==> src/adccd_params.svh <==
// Constants for the converter command decoder.
`ifndef ADCCD_PARAMS_SVH
`define ADCCD_PARAMS_SVH
`define ADCCD_OP_REGISTER_READ_CMD_HI      4'h1
`define ADCCD_OP_REGISTER_WRITE_CMD_HI      4'h5
`define ADCCD_OP_INTERNAL_FULL_CALIBRATION_CMD      8'hf0
`define ADCCD_OP_INTERNAL_OFFSET_CALIBRATION_CMD     8'hf1
`define ADCCD_OP_INTERNAL_GAIN_CALIBRATION_CMD     8'hf2
`define ADCCD_OP_EXTERNAL_OFFSET_CALIBRATION_CMD      8'hf3
`define ADCCD_OP_EXTERNAL_GAIN_CALIBRATION_CMD      8'hf4
`define ADCCD_OP_WAKE         8'hfb
`define ADCCD_OP_SYNC         8'hfc
`define ADCCD_OP_SLEEP        8'hfd
`define ADCCD_OP_RESET        8'hfe
`define ADCCD_OP_CONTINUOUS_READOUT_CMD       8'h03
`define ADCCD_OP_END_CONTINUOUS_READOUT_CMD        8'h0f
`define ADCCD_REG_SETUP       4'h0
`define ADCCD_REG_OCR0        4'h7
`define ADCCD_REG_FSR0        4'ha
`define ADCCD_REG_DOR2        4'hd
`define ADCCD_SETUP_SPEED_BIT 4
`define ADCCD_SETUP_RATE_LSB  5
`define ADCCD_SETUP_GAIN_LSB  0
`define ADCCD_RST_DIR         8'hff
`define ADCCD_RST_FSR0        8'h59
`define ADCCD_RST_FSR1        8'h55
`define ADCCD_RST_FSR2        8'h55
`define ADCCD_MOD_DIV_BASE    128
`define ADCCD_DEC_RATIO       1280
`endif

==> src/adccd_pkg.sv <==
// Types shared by the converter command decoder.
package adccd_pkg;
  typedef enum logic [2:0] {
    ADCCD_ST_OP, ADCCD_ST_CNT, ADCCD_ST_RD, ADCCD_ST_WR, ADCCD_ST_CAL
  } adccd_state_t;

  typedef struct packed {
    logic       speed;
    logic [1:0] rate;
    logic [2:0] gain;
  } adccd_cfg_t;

  typedef struct packed {
    logic       offset;
    logic       gain;
    logic       system;
  } adccd_cal_t;
endpackage : adccd_pkg

==> src/adccd_decoder.sv <==
// Serial command decoder with register file, calibration and timing enables.
`timescale 1ns/10ps
`default_nettype none
`include "adccd_params.svh"
module adccd_decoder #(
  parameter int CAL_CYCLES = 64
) (
  // Clock and reset.
  input  wire logic        core_clk,
  input  wire logic        rst_b,
  // Byte streams to and from the serial port.
  input  wire logic        rx_valid,
  input  wire logic [7:0]  rx_byte,
  input  wire logic        tx_ready,
  output logic             tx_valid,
  output logic [7:0]       tx_byte,
  // Converter side.
  input  wire logic        result_valid,
  input  wire logic [23:0] result_code,
  input  wire logic [23:0] cal_offset_value,
  input  wire logic [23:0] cal_gain_value,
  // Status and timing outputs.
  output logic             result_ready_flag_b,
  output logic             sleep_mode,
  output logic             continuous_mode,
  output logic             cal_busy,
  output var adccd_pkg::adccd_cfg_t cfg,
  output logic             mod_tick,
  output logic             samp_tick,
  output logic             conv_tick
);
  // ---------------------------------------------------------------
  // Command decoding and register file
  // ---------------------------------------------------------------
  adccd_pkg::adccd_state_t st_r, st_nxt;
  adccd_pkg::adccd_cal_t   cal_r, cal_nxt;
  logic [7:0]  regs_r [16];
  logic [7:0]  regs_nxt [16];
  logic [3:0]  addr_r, addr_nxt, cnt_r, cnt_nxt;
  logic        is_rd_r, is_rd_nxt;
  logic [15:0] cal_cnt_r, cal_cnt_nxt;
  logic        sleep_r, sleep_nxt, cont_r, cont_nxt, rdy_b_r, rdy_b_nxt;
  logic        sync_r, sync_nxt, txv_r, txv_nxt;
  logic        busy_r, busy_nxt;
  logic [7:0]  txb_r, txb_nxt;
  logic [23:0] code;

  // holds by carrying the two's-complement result unchanged.
  assign code = result_code;

  always_comb begin
    st_nxt      = st_r;
    cal_nxt     = cal_r;
    regs_nxt    = regs_r;
    addr_nxt    = addr_r;
    cnt_nxt     = cnt_r;
    is_rd_nxt   = is_rd_r;
    cal_cnt_nxt = cal_cnt_r;
    sleep_nxt   = sleep_r;
    cont_nxt    = cont_r;
    rdy_b_nxt   = rdy_b_r;
    sync_nxt    = 1'b0;
    txv_nxt     = txv_r && !tx_ready;
    txb_nxt     = txb_r;
    if (result_valid && !sleep_r && st_r != adccd_pkg::ADCCD_ST_CAL) begin
      {regs_nxt[`ADCCD_REG_DOR2], regs_nxt[`ADCCD_REG_DOR2 + 4'h1], regs_nxt[`ADCCD_REG_DOR2 + 4'h2]} = code;
      rdy_b_nxt = 1'b0;
      if (cont_r && !txv_nxt) begin
        txv_nxt = 1'b1;
        txb_nxt = code[23:16];
      end
    end
    unique case (st_r)
      adccd_pkg::ADCCD_ST_OP: begin
        if (rx_valid) begin
          if (rx_byte[7:4] == `ADCCD_OP_REGISTER_READ_CMD_HI || rx_byte[7:4] == `ADCCD_OP_REGISTER_WRITE_CMD_HI) begin
            addr_nxt  = rx_byte[3:0];
            is_rd_nxt = rx_byte[7:4] == `ADCCD_OP_REGISTER_READ_CMD_HI;
            st_nxt    = adccd_pkg::ADCCD_ST_CNT;
          end else if (rx_byte == `ADCCD_OP_WAKE) begin
            sleep_nxt = 1'b0;
          end else if (sleep_r) begin
            sleep_nxt = 1'b1;
          end else if (rx_byte == `ADCCD_OP_SLEEP) begin
            sleep_nxt = 1'b1;
          end else if (rx_byte == `ADCCD_OP_SYNC) begin
            sync_nxt  = 1'b1;
            // A result that lands with the sync still counts, so the ready flag stays set.
            rdy_b_nxt = !result_valid;
          end else if (rx_byte == `ADCCD_OP_RESET) begin
            for (int i = 0; i < 16; i++) regs_nxt[i] = 8'h00;
            regs_nxt[5]  = `ADCCD_RST_DIR;
            regs_nxt[10] = `ADCCD_RST_FSR0;
            regs_nxt[11] = `ADCCD_RST_FSR1;
            regs_nxt[12] = `ADCCD_RST_FSR2;
            cont_nxt  = 1'b0;
            sync_nxt  = 1'b1;
          end else if (rx_byte == `ADCCD_OP_CONTINUOUS_READOUT_CMD) begin
            cont_nxt = 1'b1;
          end else if (rx_byte == `ADCCD_OP_END_CONTINUOUS_READOUT_CMD) begin
            cont_nxt = 1'b0;
          end else if (rx_byte >= `ADCCD_OP_INTERNAL_FULL_CALIBRATION_CMD && rx_byte <= `ADCCD_OP_EXTERNAL_GAIN_CALIBRATION_CMD) begin
            cal_nxt.offset = rx_byte != `ADCCD_OP_INTERNAL_GAIN_CALIBRATION_CMD && rx_byte != `ADCCD_OP_EXTERNAL_GAIN_CALIBRATION_CMD;
            cal_nxt.gain   = rx_byte == `ADCCD_OP_INTERNAL_FULL_CALIBRATION_CMD || rx_byte == `ADCCD_OP_INTERNAL_GAIN_CALIBRATION_CMD
                             || rx_byte == `ADCCD_OP_EXTERNAL_GAIN_CALIBRATION_CMD;
            cal_nxt.system = rx_byte[2] || rx_byte[1:0] == 2'b11;
            cal_cnt_nxt    = 16'(CAL_CYCLES);
            st_nxt         = adccd_pkg::ADCCD_ST_CAL;
          end
          // Any other byte falls through untouched.
        end
      end
      adccd_pkg::ADCCD_ST_CNT: begin
        if (rx_valid) begin
          cnt_nxt = rx_byte[3:0];
          st_nxt  = is_rd_r ? adccd_pkg::ADCCD_ST_RD : adccd_pkg::ADCCD_ST_WR;
        end
      end
      adccd_pkg::ADCCD_ST_RD: begin
        if (!txv_nxt) begin
          txv_nxt  = 1'b1;
          txb_nxt  = regs_r[addr_r];
          addr_nxt = addr_r + 4'h1;
          cnt_nxt  = cnt_r - 4'h1;
          if (cnt_r == 4'h0) st_nxt = adccd_pkg::ADCCD_ST_OP;
        end
      end
      adccd_pkg::ADCCD_ST_WR: begin
        if (rx_valid) begin
          if (addr_r < `ADCCD_REG_DOR2) regs_nxt[addr_r] = rx_byte;
          addr_nxt = addr_r + 4'h1;
          cnt_nxt  = cnt_r - 4'h1;
          if (cnt_r == 4'h0) st_nxt = adccd_pkg::ADCCD_ST_OP;
        end
      end
      adccd_pkg::ADCCD_ST_CAL: begin
        cal_cnt_nxt = cal_cnt_r - 16'h0001;
        if (cal_cnt_r == 16'h0001) begin
          if (cal_r.offset) begin
            {regs_nxt[`ADCCD_REG_OCR0 + 4'h2], regs_nxt[`ADCCD_REG_OCR0 + 4'h1],
             regs_nxt[`ADCCD_REG_OCR0]} = cal_offset_value;
          end
          if (cal_r.gain) begin
            {regs_nxt[`ADCCD_REG_FSR0 + 4'h2], regs_nxt[`ADCCD_REG_FSR0 + 4'h1],
             regs_nxt[`ADCCD_REG_FSR0]} = cal_gain_value;
          end
          st_nxt = adccd_pkg::ADCCD_ST_OP;
        end
      end
    endcase
    busy_nxt = st_nxt == adccd_pkg::ADCCD_ST_CAL;
  end

  always_ff @(posedge core_clk or negedge rst_b) begin
    if (!rst_b) begin
      st_r      <= adccd_pkg::ADCCD_ST_OP;
      cal_r     <= '0;
      for (int i = 0; i < 16; i++) regs_r[i] <= 8'h00;
      regs_r[5]  <= `ADCCD_RST_DIR;
      regs_r[10] <= `ADCCD_RST_FSR0;
      regs_r[11] <= `ADCCD_RST_FSR1;
      regs_r[12] <= `ADCCD_RST_FSR2;
      addr_r    <= 4'h0;
      cnt_r     <= 4'h0;
      is_rd_r   <= 1'b0;
      cal_cnt_r <= 16'h0000;
      sleep_r   <= 1'b0;
      cont_r    <= 1'b0;
      rdy_b_r   <= 1'b1;
      sync_r    <= 1'b0;
      txv_r     <= 1'b0;
      txb_r     <= 8'h00;
      busy_r    <= 1'b0;
    end else begin
      st_r      <= st_nxt;
      cal_r     <= cal_nxt;
      regs_r    <= regs_nxt;
      addr_r    <= addr_nxt;
      cnt_r     <= cnt_nxt;
      is_rd_r   <= is_rd_nxt;
      cal_cnt_r <= cal_cnt_nxt;
      sleep_r   <= sleep_nxt;
      cont_r    <= cont_nxt;
      rdy_b_r   <= rdy_b_nxt;
      sync_r    <= sync_nxt;
      txv_r     <= txv_nxt;
      txb_r     <= txb_nxt;
      busy_r    <= busy_nxt;
    end
  end

  // ---------------------------------------------------------------
  // Rate dividers
  // ---------------------------------------------------------------
  // One free counter gives all three rates; a resync restarts it so the
  // next result lands one full conversion after the command.
  adccd_pkg::adccd_cfg_t cfg_nxt;
  logic [21:0] div_r, div_nxt;
  logic [21:0] conv_len;
  logic [8:0]  mod_len;
  logic [8:0]  samp_len;
  logic        mod_nxt, samp_nxt, conv_nxt;

  always_comb begin
    cfg_nxt.speed = regs_r[`ADCCD_REG_SETUP][`ADCCD_SETUP_SPEED_BIT];
    cfg_nxt.rate  = regs_r[`ADCCD_REG_SETUP][`ADCCD_SETUP_RATE_LSB +: 2];
    cfg_nxt.gain  = regs_r[`ADCCD_REG_SETUP][`ADCCD_SETUP_GAIN_LSB +: 3];
    mod_len  = 9'(`ADCCD_MOD_DIV_BASE) << cfg_nxt.speed;
    conv_len = 22'(`ADCCD_MOD_DIV_BASE * `ADCCD_DEC_RATIO) << (cfg_nxt.speed + cfg_nxt.rate);
    unique case (cfg_nxt.gain)
      3'h4:    samp_len = mod_len >> 1;
      3'h5:    samp_len = mod_len >> 2;
      3'h6,
      3'h7:    samp_len = mod_len >> 3;
      default: samp_len = mod_len;
    endcase
    div_nxt  = (sync_r || div_r + 22'h1 >= conv_len) ? 22'h0 : div_r + 22'h1;
    mod_nxt  = !sleep_r && ((div_r & 22'(mod_len - 9'h1)) == 22'h0);
    samp_nxt = !sleep_r && ((div_r & 22'(samp_len - 9'h1)) == 22'h0);
    conv_nxt = !sleep_r && !sync_r && div_r + 22'h1 >= conv_len;
  end

  always_ff @(posedge core_clk or negedge rst_b) begin
    if (!rst_b) begin
      div_r     <= 22'h0;
      cfg       <= '0;
      mod_tick  <= 1'b0;
      samp_tick <= 1'b0;
      conv_tick <= 1'b0;
    end else begin
      div_r     <= div_nxt;
      cfg       <= cfg_nxt;
      mod_tick  <= mod_nxt;
      samp_tick <= samp_nxt;
      conv_tick <= conv_nxt;
    end
  end

  assign tx_valid            = txv_r;
  assign tx_byte             = txb_r;
  assign result_ready_flag_b = rdy_b_r;
  assign sleep_mode          = sleep_r;
  assign continuous_mode     = cont_r;
  assign cal_busy            = busy_r;
endmodule : adccd_decoder
`default_nettype wire

==> config.mk <==
export PLATFORM = sky130hd
export DESIGN_NAME = adccd_decoder
export DESIGN_NICKNAME = d
export VERILOG_FILES = /design/src/adccd_pkg.sv /design/src/adccd_decoder.sv
export VERILOG_INCLUDE_DIRS = /design/src
export SDC_FILE = /design/constraint.sdc
export NUM_CORES = 1
export LEC_CHECK = 0
export ABC_AREA = 1
export CAP_MARGIN = 10
export CORE_MARGIN = 2
export CORE_UTILIZATION = 48
export DETAILED_ROUTE_END_ITERATION = 8
export DONT_BUFFER_PORTS = 1
export PLACE_DENSITY = 0.75
export SETUP_SLACK_MARGIN = 0.3
export SLEW_MARGIN = 20
export SYNTH_ARGS = -nofsm -noshare
export SYNTH_HDL_FRONTEND = slang
export SYNTH_SLANG_ARGS = --single-unit
==> constraint.sdc <==
create_clock -name core_clk -period 5.76 [get_ports core_clk]
set_input_delay 1.152 -clock core_clk [delete_from_list [all_inputs] [get_ports core_clk]]
set_output_delay 1.152 -clock core_clk [all_outputs]
set_load 0.01 [all_outputs]
Yosys cells after proc, flatten, opt, wreduce, memory -nomap -nowiden
Cells that the tools add are included.
Widths: inputs -> output; s select.
{ "classes": {"mux": 90, "n_reduce_logical": 41, "add_sub_neg": 7, "bitwise_logic": 11, "eq_ne": 43, "magnitude_cmp": 6, "n_shift": 2} }
{ "ops": {"columns": ["op", "n"], "rows": [
  ["$mux 128", 9],
  ["$mux 16", 10],
  ["$pmux 48 s3", 1],
  ["$bwmux 128", 1],
  ["$pmux 56 s2", 1],
  ["$mux 24", 3],
  ["$eq 8x8->1 const B", 7],
  ["$mux 8", 7],
  ["$mux 48", 1],
  ["$pmux 24 s2", 1],
  ["$mux 3", 15],
  ["$and 22x22->22", 2],
  ["$logic_not 22->1", 2],
  ["$ne 2x2->1 const B", 19],
  ["$bmux 8 s4", 1],
  ["$demux 8 s4", 1],
  ["$pmux 16 s2", 1],
  ["$mux 4", 7],
  ["$pmux 9 s3", 1],
  ["$mux 1", 26],
  ["$pmux 4 s3", 2],
  ["$reduce_and 12->1", 2],
  ["$add 22x1->22 const B", 1],
  ["$ge 22x22->1", 1],
  ["other kinds (40)", 78]
]} }
{ "totals": {"word_cells": 237, "ff_bits": 203} }

Depth between registers and ports, before layout
Gate-level depths: netlist (run 1).
{ "depth": {"word_depth": 14, "mapped_depth": 17, "ltp_nobuf": 17} }

Worst setup path before layout (run 1)
OpenSTA, ideal clock, no wires.
{ "synth_timing": {"path_kind": "register to register", "startpoint": "reg div_r[2]", "endpoint": "reg div_r[10]", "setup_slack_ns": 3.153, "t_arrival_ns": 2.535, "path_stages_with_launch": 17, "period_less_slack_ns": 2.607, "path_cell_list": "dfrtp_1 nand3_1 nor2_2 nand2_1 nor3_2 nand3_1 nor2_1 nand2_1 xor2_1 inv_1 ha_1 nand2_1 a21boi_0 nor3_1 nand4_1 buf_2 nor2_1"} }
{ "synth_between": {"elab_chain_cells": 4} }
{ "synth_lines": {"columns": ["element", "line", "source"], "rows": [
  ["start: declaration", "adccd_decoder.sv:198", "logic [21:0] div_r, div_nxt;"],
  ["start signal: assignment", "adccd_decoder.sv:231", "div_r <= div_nxt;"],
  ["$add 22x1->22 *", "adccd_decoder.sv:217", "div_nxt = (sync_r || div_r + 22'h1 >= conv_len) ? 22'h0 : div_r + 22'h1;"],
  ["$ge 22x22->1", "adccd_decoder.sv:217", null],
  ["$logic_or 1x1->1", "adccd_decoder.sv:217", null],
  ["$mux 22 *", "adccd_decoder.sv:217", null],
  ["named net div_nxt[10]", "adccd_decoder.sv:198", null]
]} }
The timed path passes the listed nets; every way through them passes the cells marked *.
A chain may end at the register's enable or synchronous reset.

Final worst setup path (run 1)
{ "layout_timing": {"startpoint": "reg div_r[2]", "endpoint": "reg div_r[9]"} }
The elaborated chain is that of the path after synthesis.

==> impl_results.md, run 1 <==
* PortBufs at 0
* Hold buffer count at cts at 0
* Power per standard cell area at 487 nW/um2
* RD Place Congestion at 0.942
* DIE WIDTH at 159 um
* Area leader, netlist: dfrtp_1
* Gr usage total at 26.5%
* Pre-CTS setup slack at 2210 ps
* Clock Skews at 14.2 ps
* Clock Sink Count at 203
* Minimum clock period at 3490 ps
* Top-level I/O count at 107
* Synthesis Warnings at 0
* Syn_nets at 1,606
* Top-area cell type share of the netlist area at 39.5%
* Maximum capacitance violations at 0
* Endpoints failing setup at 0
* Dominant cell by count in the synthesized netlist: nand2_1
* Setup bufs post-CTS at 0
* Fin Setup TNS at 0 ps
* Clock tree buffer depth at 3
* Ranking of synthesized cells by area: dfrtp_1 (39%), o21ai_0 (11%), nand2_1 (9.7%)
* Row cnt at 56
* DR WL/cell at 19.0 um
* P&R area growth vs syn at 7.68%
* Fmax at 286 MHz
* Die Ht at 159 um
* Final worst slack at 2270 ps
* Fin. Hold Viols at 0
* Max FO, Critical Path at 21
* Total Wirelength at 34.3 mm
* Core area at 23,500 um2
* Nets at 1,566
* Vias at 10,600
* Crit Path Category: reg -> reg
* Vias per cell at 5.89
* Crit path DAT at 3900 ps
* Global-route wire length before repair at 53.9 mm
* Post-cts sizing count at 0
* Seq/Total Area, Yosys at 44.3%
* Clock transition at path regs at 60 ps
* Initial antenna violation count at 4
* Initial cell density of the core at 49.0%
* Post-route ant nets at 0
* Max Transition Viols Final at 0
* Die area at 25,300 um2
* Syn Area/Cell at 7.67 um2
* Post-synthesis instance total at 1,504
* DP Wirelength at 23.6 mm
* Global route total overflow at 0
* Layout cells sized above 1 at 6.83%
* Initial detailed-routing violation count at 1,279
* Worst Max-Slew Pin Slew at 1020 ps
* Vias in the first global route at 9,906
* Distinct cells, synth at 44
* RSZ-0062 raised after global routing: no
* R2R setup slack at 2270 ps
* Status: finished clean
* Worst-Skew Late Latency at 520 ps
* Main synth FF type: dfrtp_1
* Peak VDD IR at 0.359 mV
* CTS tree: built
* Min-Delay Path Class: in -> async
* Req. time, crit path at 6170 ps
* DR DRC count at 0
* Leak at 0.00559 uW
* Synthesized cell area at 11,500 um2
* Largest net degree at the start of global routing at 204
* H-Tree Depth at 1
* Crit. End Element: flip-flop
* Total CTS buffers at 23
* Post-synth EDFFs at 0
* Final period util at 60.6%
* Top post-synthesis cells by count: nand2_1 (297), o21ai_0 (247), dfrtp_1 (182)
* Setup crit start kind: flip-flop
* Async SR Flop Fraction at 100%
* Worst slew margin at 31.8%
* Synth Register Bits at 203
* Root buffer cell: clkbuf_16
* Initial DRT Pass Iterations at 6
[where the power goes]
| part | switching (uW) | internal [uW] | leakage (uW) | total, uW |
|---|---|---|---|---|
| clock | 588 | 905 | 0.000365 | 1490 |
| sequential | 261 | 1810 | 0.00263 | 2070 |
| combinational | 1760 | 712 | 0.00259 | 2480 |
| total | 2610 | 3430 | 0.00559 | 6040 |
[cell usage in the layout, fill, tap and decap left out, drive strengths merged]
cell,count
dfrtp,182
clkinv,4
a31oi,1
nand2,301
a22oi,40
buf,6
o21ai,273
xor2,26
dfstp,21
bufinv,3
a211oi,2
xnor2,5
o211ai,2
nand4,8
a21o,4
clkbuf,34
a22o,2
nor3,18
ha,17
inv,156
nor2,137
o31ai,1
nor4,6
a21boi,1
a2111oi,1
nand3,39
or2,6
diode,4
a21oi,92
conb,1
o22ai,73
mux2i,14
nand3b,2
[kinds of logic after synthesis]
family                   Yosys count  synth area share [%]
AND/OR/NAND/NOR                  517                  18.9
AO/OA/AOI/OAI                    492                  23.5
buffers and inverters            229                  7.90
flip-flops                       203                  44.3
XOR/XNOR                          31                  2.35
adder cells (fa/ha/maj)           17                  1.84
multiplexers                      14                  1.22
other                              1                0.0325
[critical path: stages, from the launching register on]
cell and delay [ps]:
dfrtp_1 400, nand3_1 160, nor2_2 210, nand2_1 140
nor3_2 170, nand3_1 140, nor2_1 170, nand2_1 90
xor2_1 170, inv_1 60, ha_1 310, nand2_1 60
a21boi_0 70, nor3_1 220, nand4_1 720, nor2_1 300
[final timing paths]
check	startpoint	to	cells after the start
worst max-delay path	div_r[2]$_DFF_PN0_	div_r[9]$_DFF_PN0_	15
worst min-delay path	rst_b	div_r[18]$_DFF_PN0_	0
worst max register to register	div_r[2]$_DFF_PN0_	div_r[9]$_DFF_PN0_	15
worst min register to register	cfg_nxt[0]$_DFFE_PN0P_	cfg[0]$_DFF_PN0_	0
max in group asynchronous	rst_b	regs_r[44]$_DFFE_PN1P_	0
min in group core_clk	cfg_nxt[0]$_DFFE_PN0P_	cfg[0]$_DFF_PN0_	0
[final cells by class]
class | count | area (um2)
Tap cell | 319 | 399
Antenna cell | 4 | 10.0
Fill cell | 2285 | 11100
Clock buffer | 34 | 647
Sequential cell | 203 | 5110
Inverter | 158 | 593
Multi-Input combinational cell | 1072 | 5520
Clock inverter | 5 | 100
Timing Repair Buffer | 6 | 45.0
[sequential cells by signal, indices dropped and copies added, names as in the netlist, 2 cells and up]
signal	flops
addr_r	4
cal_cnt_r	16
cal_r	2
cfg	6
cfg_nxt	6
cnt_r	4
div_r	22
regs_r	122
st_r	3
tx_byte	8
[per-stage QoR]
step | util, % | std cells | total power, uW | area, um2 | hold WS [ps]
after floorplan | - | 1504 | 3870 | 11500 | 369
after global placement | 49.5 | 1758 | 4440 | 11700 | 450
after detailed placement | 49.5 | 1758 | 4490 | 11700 | 445
after CTS | 52.7 | 1797 | 5990 | 12400 | 325
after global routing | 52.7 | 1800 | 6430 | 12400 | 319
final | 52.7 | 1801 | 6040 | 12400 | 332
[layer usage]
layer / global-route usage (%) / up-vias / part of all wire (%)
li1: - / 5008 / -
met1: 37.2 / 4957 / 42
met2: 41.0 / 578 / 45
met3: 6.10 / 64 / 11
met4: 8.10 / 0 / 2.2
met5: 0 / - / 0
(Power assumes the default switching activity.)
==> run 2: changes to the inputs <==
--- a/config.mk
+++ b/config.mk
@@ -12,7 +12,7 @@
 export CORE_UTILIZATION = 48
 export DETAILED_ROUTE_END_ITERATION = 8
 export DONT_BUFFER_PORTS = 1
-export PLACE_DENSITY = 0.75
+export PLACE_DENSITY = 0.77
 export SETUP_SLACK_MARGIN = 0.3
 export SLEW_MARGIN = 20
 export SYNTH_ARGS = -nofsm -noshare
==> constraint.sdc (replaced) <==
create_clock -name core_clk -period 3 [get_ports core_clk]
set_input_delay 0.6 -clock core_clk [delete_from_list [all_inputs] [get_ports core_clk]]
set_output_delay 0.6 -clock core_clk [all_outputs]
set_load 0.01 [all_outputs]
==> run 2 against run 1 <==
Effect of this change:
- the run now ends with hold timing left
- worst hold slack lost 550 ps
- critical path depth grew 2
- final cell count grew 1.9%
- register-to-register slack lost 2000 ps
- clock power grew 86%
- sequential cell count is the same
- maximum frequency grew 29%
- setup slack lost 2000 ps
- routed wire length grew 3.7%
- core utilization grew 2.1 points
- via count grew 2.5%
- critical endpoint is now div_r[2]$_DFF_PN0_
- largest power group unchanged
==> impl_results.md, run 2 (same netlist as run 1, synthesis figures left out) <==
* Worst Max-Slew Pin Slew at 670 ps
* R2R setup slack at 290 ps
* Layout cells sized above 1 at 11.8%
* Clock Skews at 11.1 ps
* Fin Setup TNS at 0 ps
* CP Cell Sequence: nand2_1, nor2_2, nand2_4, nor3_4, nand3_2, nor2_4, nand2_2, xor2_2, inv_1, ha_4, nand2_2, a21boi_2, nor3_2, nand4_1, buf_6, buf_8, nor2_1
* RD Place Congestion at 0.923
* Core area at 23,500 um2
* Slowest cell on crit path: dfrtp_1
* DIE WIDTH at 159 um
* Row cnt at 56
* Die Ht at 159 um
* Initial antenna violation count at 3
* Setup crit start kind: flip-flop
* Clock tree buffer depth at 3
* Commonest non-fill, non-tap cell in the layout: nand2_1
* RR Endpoint: div_r[2]$_DFF_PN0_
* Crit. End Element: flip-flop
* Final worst slack at 287 ps
* Total Wirelength at 35.5 mm
* Vias per cell at 5.93
* Min-Delay Path Class: in -> async
* Pre-CTS setup slack at 145 ps
* CP max stage delay at 410 ps
* Worst path bufs/invs at 3
* Final period util at 90.4%
* Failing checks: hold timing
* Total CTS buffers at 23
* P&R area growth vs syn at 12.0%
* Crit Path Category: reg -> reg
* Die area at 25,300 um2
* Endpoints failing setup at 0
* Clock Sink Count at 203
* Initial DRT Pass Iterations at 6
* DR WL/cell at 19.4 um
* DR DRC count at 0
* Fin. Hold Viols at 182
* Largest net degree at the start of global routing at 204
* Nets at 1,600
* Worst slew margin at 55.2%
* Worst-Skew Late Latency at 520 ps
* Final Instance Area at 12,900 um2
* Crit path DAT at 3150 ps
* Leak at 0.00583 uW
* Maximum capacitance violations at 0
* Fillcell total at 2,183
* Max Transition Viols Final at 0
* H-Tree Depth at 1
* Vias at 10,900
* Most frequent cells in the layout: nand2_1 (290), o21ai_0 (247), dfrtp_1 (179)
* Global-route wire length before repair at 54.3 mm
* Top-level I/O count at 107
* Max FO, Critical Path at 10
* Largest register FFs at 122
* Status: finished with violations
* PortBufs at 0
* Initial cell density of the core at 49.0%
* Req. time, crit path at 3440 ps
* Power per standard cell area at 915 nW/um2
* Gr usage total at 26.7%
* Peak VDD IR at 0.421 mV
* Root buffer cell: clkbuf_16
* Top reg by flops: regs_r
* Worst Hold Slack at -222 ps
* Vias in the first global route at 9,907
* FF-to-FF path depth at 17
* Placed Area at 11,800 um2
* Initial detailed-routing violation count at 1,366
* CTS tree: built
* Global route total overflow at 0
* RSZ-0062 raised after global routing: yes
* Post-route ant nets at 0
* DP Wirelength at 23.7 mm
* Minimum clock period at 2710 ps
* Fmax at 369 MHz
* Crit-path most repeated cell: nand2_2
* Worst r2r src: div_r[7]$_DFF_PN0_
* Delay-heaviest family, CP: simple AND/OR/NAND/NOR gates
* Clock transition at path regs at 60 ps
* Biggest regs: regs_r (122), div_r (22), cal_cnt_r (16)
run 2: worst register-to-register path, stage by stage, from the launching register on:
cell and delay (ps):
dfrtp_1 410, nand2_1 90, nor2_2 200, nand2_4 90, nor3_4 160, nand3_2 160
nor2_4 190, nand2_2 90, xor2_2 150, inv_1 90, ha_4 220, nand2_2 60
a21boi_2 50, nor3_2 180, nand4_1 120, buf_6 160, buf_8 140, nor2_1 100
run 2: per-layer routing:
layer	global-route usage [%]	up-vias	part of all wire, %
met4	6.86	4	2.6
met3	7.11	84	11
met5	0	-	0.14
met2	41.0	580	45
li1	-	5068	-
met1	37.7	5138	41
run 2: area by class of cell:
cell class                 count  area, um2  area share (%)
multi-input combinational   1072       5730            44.4
sequential                   203       5110            39.6
clock buffer                  31        656            5.08
inverter                     158        593            4.59
tap                          319        399            3.09
timing repair buffer          40        343            2.66
clock inverter                10       78.8           0.610
antenna                        2       5.00          0.0388
run 2: worst max-delay path by stage:
stage | from | slack (ps) | to | cells after the start
finish | div_r[7]$_DFF_PN0_ | 290 | div_r[2]$_DFF_PN0_ | 17
global route | div_r[7]$_DFF_PN0_ | 140 | div_r[2]$_DFF_PN0_ | 17
CTS | div_r[0]$_DFF_PN0_ | 300 | div_r[10]$_DFF_PN0_ | 16
detailed placement | div_r[2]$_DFF_PN0_ | 140 | div_r[11]$_DFF_PN0_ | 16
global placement | div_r[2]$_DFF_PN0_ | 220 | div_r[4]$_DFF_PN0_ | 16
floorplan | div_r[2]$_DFF_PN0_ | 390 | div_r[10]$_DFF_PN0_ | 16
run 2: through the flow:
step,util [%],std cells,power [uW]
final,54.8,1835,11800
after global routing,54.8,1834,12500
after CTS,53.6,1826,11600
after detailed placement,50.2,1778,8790
after global placement,50.2,1778,8650
after floorplan,-,1504,7440
run 2: what timing repair did:
action                                 4_1_cts  5_1_grt
endpoints found under the hold margin      203      193
resized for setup                            3       55
cloned                                       0        2
setup buffers                                7        5
setup endpoints to repair                   21       22
pin swaps                                    3       17
run 2: report_power, final:
part	switching (uW)	internal, uW
registers	515	3480
logic	3510	1550
clock network	1150	1610
total	5170	6640
==> run 3: changes to the inputs <==
--- a/config.mk
+++ b/config.mk
@@ -8,11 +8,14 @@
 export LEC_CHECK = 0
 export ABC_AREA = 1
 export CAP_MARGIN = 10
+export CELL_PAD_IN_SITES_DETAIL_PLACEMENT = 1
+export CELL_PAD_IN_SITES_GLOBAL_PLACEMENT = 1
 export CORE_MARGIN = 2
-export CORE_UTILIZATION = 48
+export CORE_UTILIZATION = 43
 export DETAILED_ROUTE_END_ITERATION = 8
 export DONT_BUFFER_PORTS = 1
-export PLACE_DENSITY = 0.77
+export HOLD_SLACK_MARGIN = 0.05
+export PLACE_DENSITY = 0.88
 export SETUP_SLACK_MARGIN = 0.3
 export SLEW_MARGIN = 20
 export SYNTH_ARGS = -nofsm -noshare
==> run 3 against run 2 <==
Effect of this change:
- the flow finishes with violations (hold timing, setup timing)
- non-clock buffer count is 22 higher
- sequential share of layout area is 1.5 points lower
- clock-buffer cell count stayed put
- sequential power is 2% higher
- setup slack worse by 330 ps
- final area is 3.8% higher
- combinational power is 9.1% higher
==> impl_results.md, run 3 (same netlist as run 1, synthesis figures left out) <==
* Most frequent cells in the layout: nand2_1 (290), o21ai_0 (247), dfrtp_1 (179)
* Power per standard cell area at 966 nW/um2
* CTS tree: built
* ANT cells at 0
* Fin. Hold Viols at 182
* Crit path depth at 16
* Layout cells sized above 1 at 14.5%
* DR DRC count at 0
* Delay-heaviest family, CP: simple AND/OR/NAND/NOR gates
* Peak VDD IR at 0.450 mV
* Biggest regs: regs_r (122), div_r (22), cal_cnt_r (16)
* Final Instance Area at 13,400 um2
* Initial DRT Pass Iterations at 5
* Die area at 28,100 um2
* Setup crit start kind: flip-flop
* Worst Hold Slack at -242 ps
* Slowest cell on crit path: dfrtp_2
* Vias in the first global route at 12,100
* FF-to-FF path depth at 16
* Nets at 1,624
* Fmax at 329 MHz
* Global-route wire length before repair at 68.3 mm
* Clock tree buffer depth at 3
* Largest register FFs at 122
* Largest net degree at the start of global routing at 204
* Crit path DAT at 3500 ps
* H-Tree Depth at 1
* Max Transition Viols Final at 0
* Worst path bufs/invs at 3
* Top-level I/O count at 107
* DP Wirelength at 28.1 mm
* Initial detailed-routing violation count at 1,458
* Vias at 11,700
* Root buffer cell: clkbuf_16
* Worst Max-Slew Pin Slew at 693 ps
* Crit Path Category: reg -> reg
* Max FO, Critical Path at 5
* Failing checks: hold timing, setup timing
* Minimum clock period at 3040 ps
* Worst-Skew Late Latency at 540 ps
* Worst slew margin at 53.8%
* Clock Sink Count at 203
* PortBufs at 0
* Gr usage total at 30.7%
* Crit. End Element: flip-flop
* Total CTS buffers at 25
* Initial cell density of the core at 44.0%
* P&R area growth vs syn at 16.3%
* Clock Skews at 14.6 ps
* Initial antenna violation count at 0
* CP max stage delay at 490 ps
* Maximum capacitance violations at 0
* Final worst slack at -40.1 ps
* Pre-CTS setup slack at -20.6 ps
* Commonest non-fill, non-tap cell in the layout: nand2_1
* Endpoints failing setup at 5
* RD Place Congestion at 0.889
* DR WL/cell at 24.9 um
* DIE WIDTH at 168 um
* Core area at 26,200 um2
* Final period util at 101%
* Top reg by flops: regs_r
* Req. time, crit path at 3460 ps
* Placed Area at 11,900 um2
* CP Cell Sequence: ha_4, nand3_4, nor2_4, nand4_1, nor2_1, nand3_2, xor2_2, inv_2, ha_4, nand2_2, a21boi_2, nor3_2, nand4_1, buf_6, clkbuf_16, nor2_4
* Clock transition at path regs at 70 ps
* Vias per cell at 6.24
* RSZ-0062 raised after global routing: yes
* Total Wirelength at 46.6 mm
* Min-Delay Path Class: in -> async
* Row cnt at 59
* Die Ht at 168 um
* Global route total overflow at 0
* Post-route ant nets at 0
* Status: finished with violations
* Leak at 0.00601 uW
==> run 3: changes by cell type in the layout (fill, tap and decap cells not counted), moves of 2 or more <==
cell,delta
buf_4,+22
buf_6,-2
inv_2,+2
diode_2,-2
xor2_2,-2
clkbuf_16,+3
inv_1,-2
xor2_4,+2
nor2_4,+15
nor2_1,-16
bufinv_16,+4
==> run 3: metrics by stage <==
stage | cells | TNS (ps) | util (%) | hold slack [ps] | power [uW]
finish | 1875 | -71.4 | 51.2 | -242 | 12900
detailed placement | 1802 | -84.1 | 45.4 | 310 | 9050
global route | 1875 | -1700 | 51.2 | -254 | 13600
global placement | 1802 | 0 | 45.4 | 312 | 8800
floorplan | 1504 | 0 | - | 304 | 7440
CTS | 1866 | 0 | 50.0 | -249 | 12500
==> run 3: area by class of cell <==
| type | instances | area, um2 |
|---|---|---|
| repair buffers | 62 | 531 |
| multi-input cells | 1072 | 5870 |
| fillers | 3152 | 12800 |
| inverters | 158 | 593 |
| clock inverters | 14 | 201 |
| well taps | 335 | 419 |
| flip-flops and latches | 203 | 5110 |
| clock buffers | 31 | 688 |
==> run 3: path summary, 6_finish.rpt <==
path                                        startpoint                     end  slack [ps]
max in group asynchronous                        rst_b   addr_r[0]$_DFFE_PN0P_        2710
worst min register to register  regs_r[40]$_DFFE_PN1P_  regs_r[40]$_DFFE_PN1P_         490
worst max-delay path                div_r[0]$_DFF_PN0_      div_r[0]$_DFF_PN0_         -40
worst max register to register      div_r[0]$_DFF_PN0_      div_r[0]$_DFF_PN0_         -40
min in group core_clk                       rx_byte[0]        sync_r$_DFF_PN0_         140
worst min-delay path                             rst_b     div_r[17]$_DFF_PN0_        -240
==> run 3: where the power goes <==
part | switching [uW] | internal, uW | leakage (uW)
Sequential | 590 | 3490 | 0.00263
Combinational | 3910 | 1600 | 0.00294
Clock | 1310 | 2050 | 0.000442
Total | 5810 | 7140 | 0.00601
==> run 3: layer usage <==
| metal | GRT usage [%] | vias to the layer above | share of wire, % |
|---|---|---|---|
| met3 | 6.33 | 174 | 7.8 |
| met2 | 50.2 | 588 | 47 |
| li1 | - | 5085 | - |
| met1 | 39.0 | 5859 | 40 |
| met5 | 0 | - | 0 |
| met4 | 14.6 | 0 | 5.7 |
==> run 3: what timing repair did <==
action | in CTS | in global routing
endpoints found under the setup margin | 22 | 22
hold endpoints to repair | 203 | 203
setup buffers | 17 | 8
cloned | 2 | 1
gates resized for setup | 39 | 54
pin swaps | 12 | 14
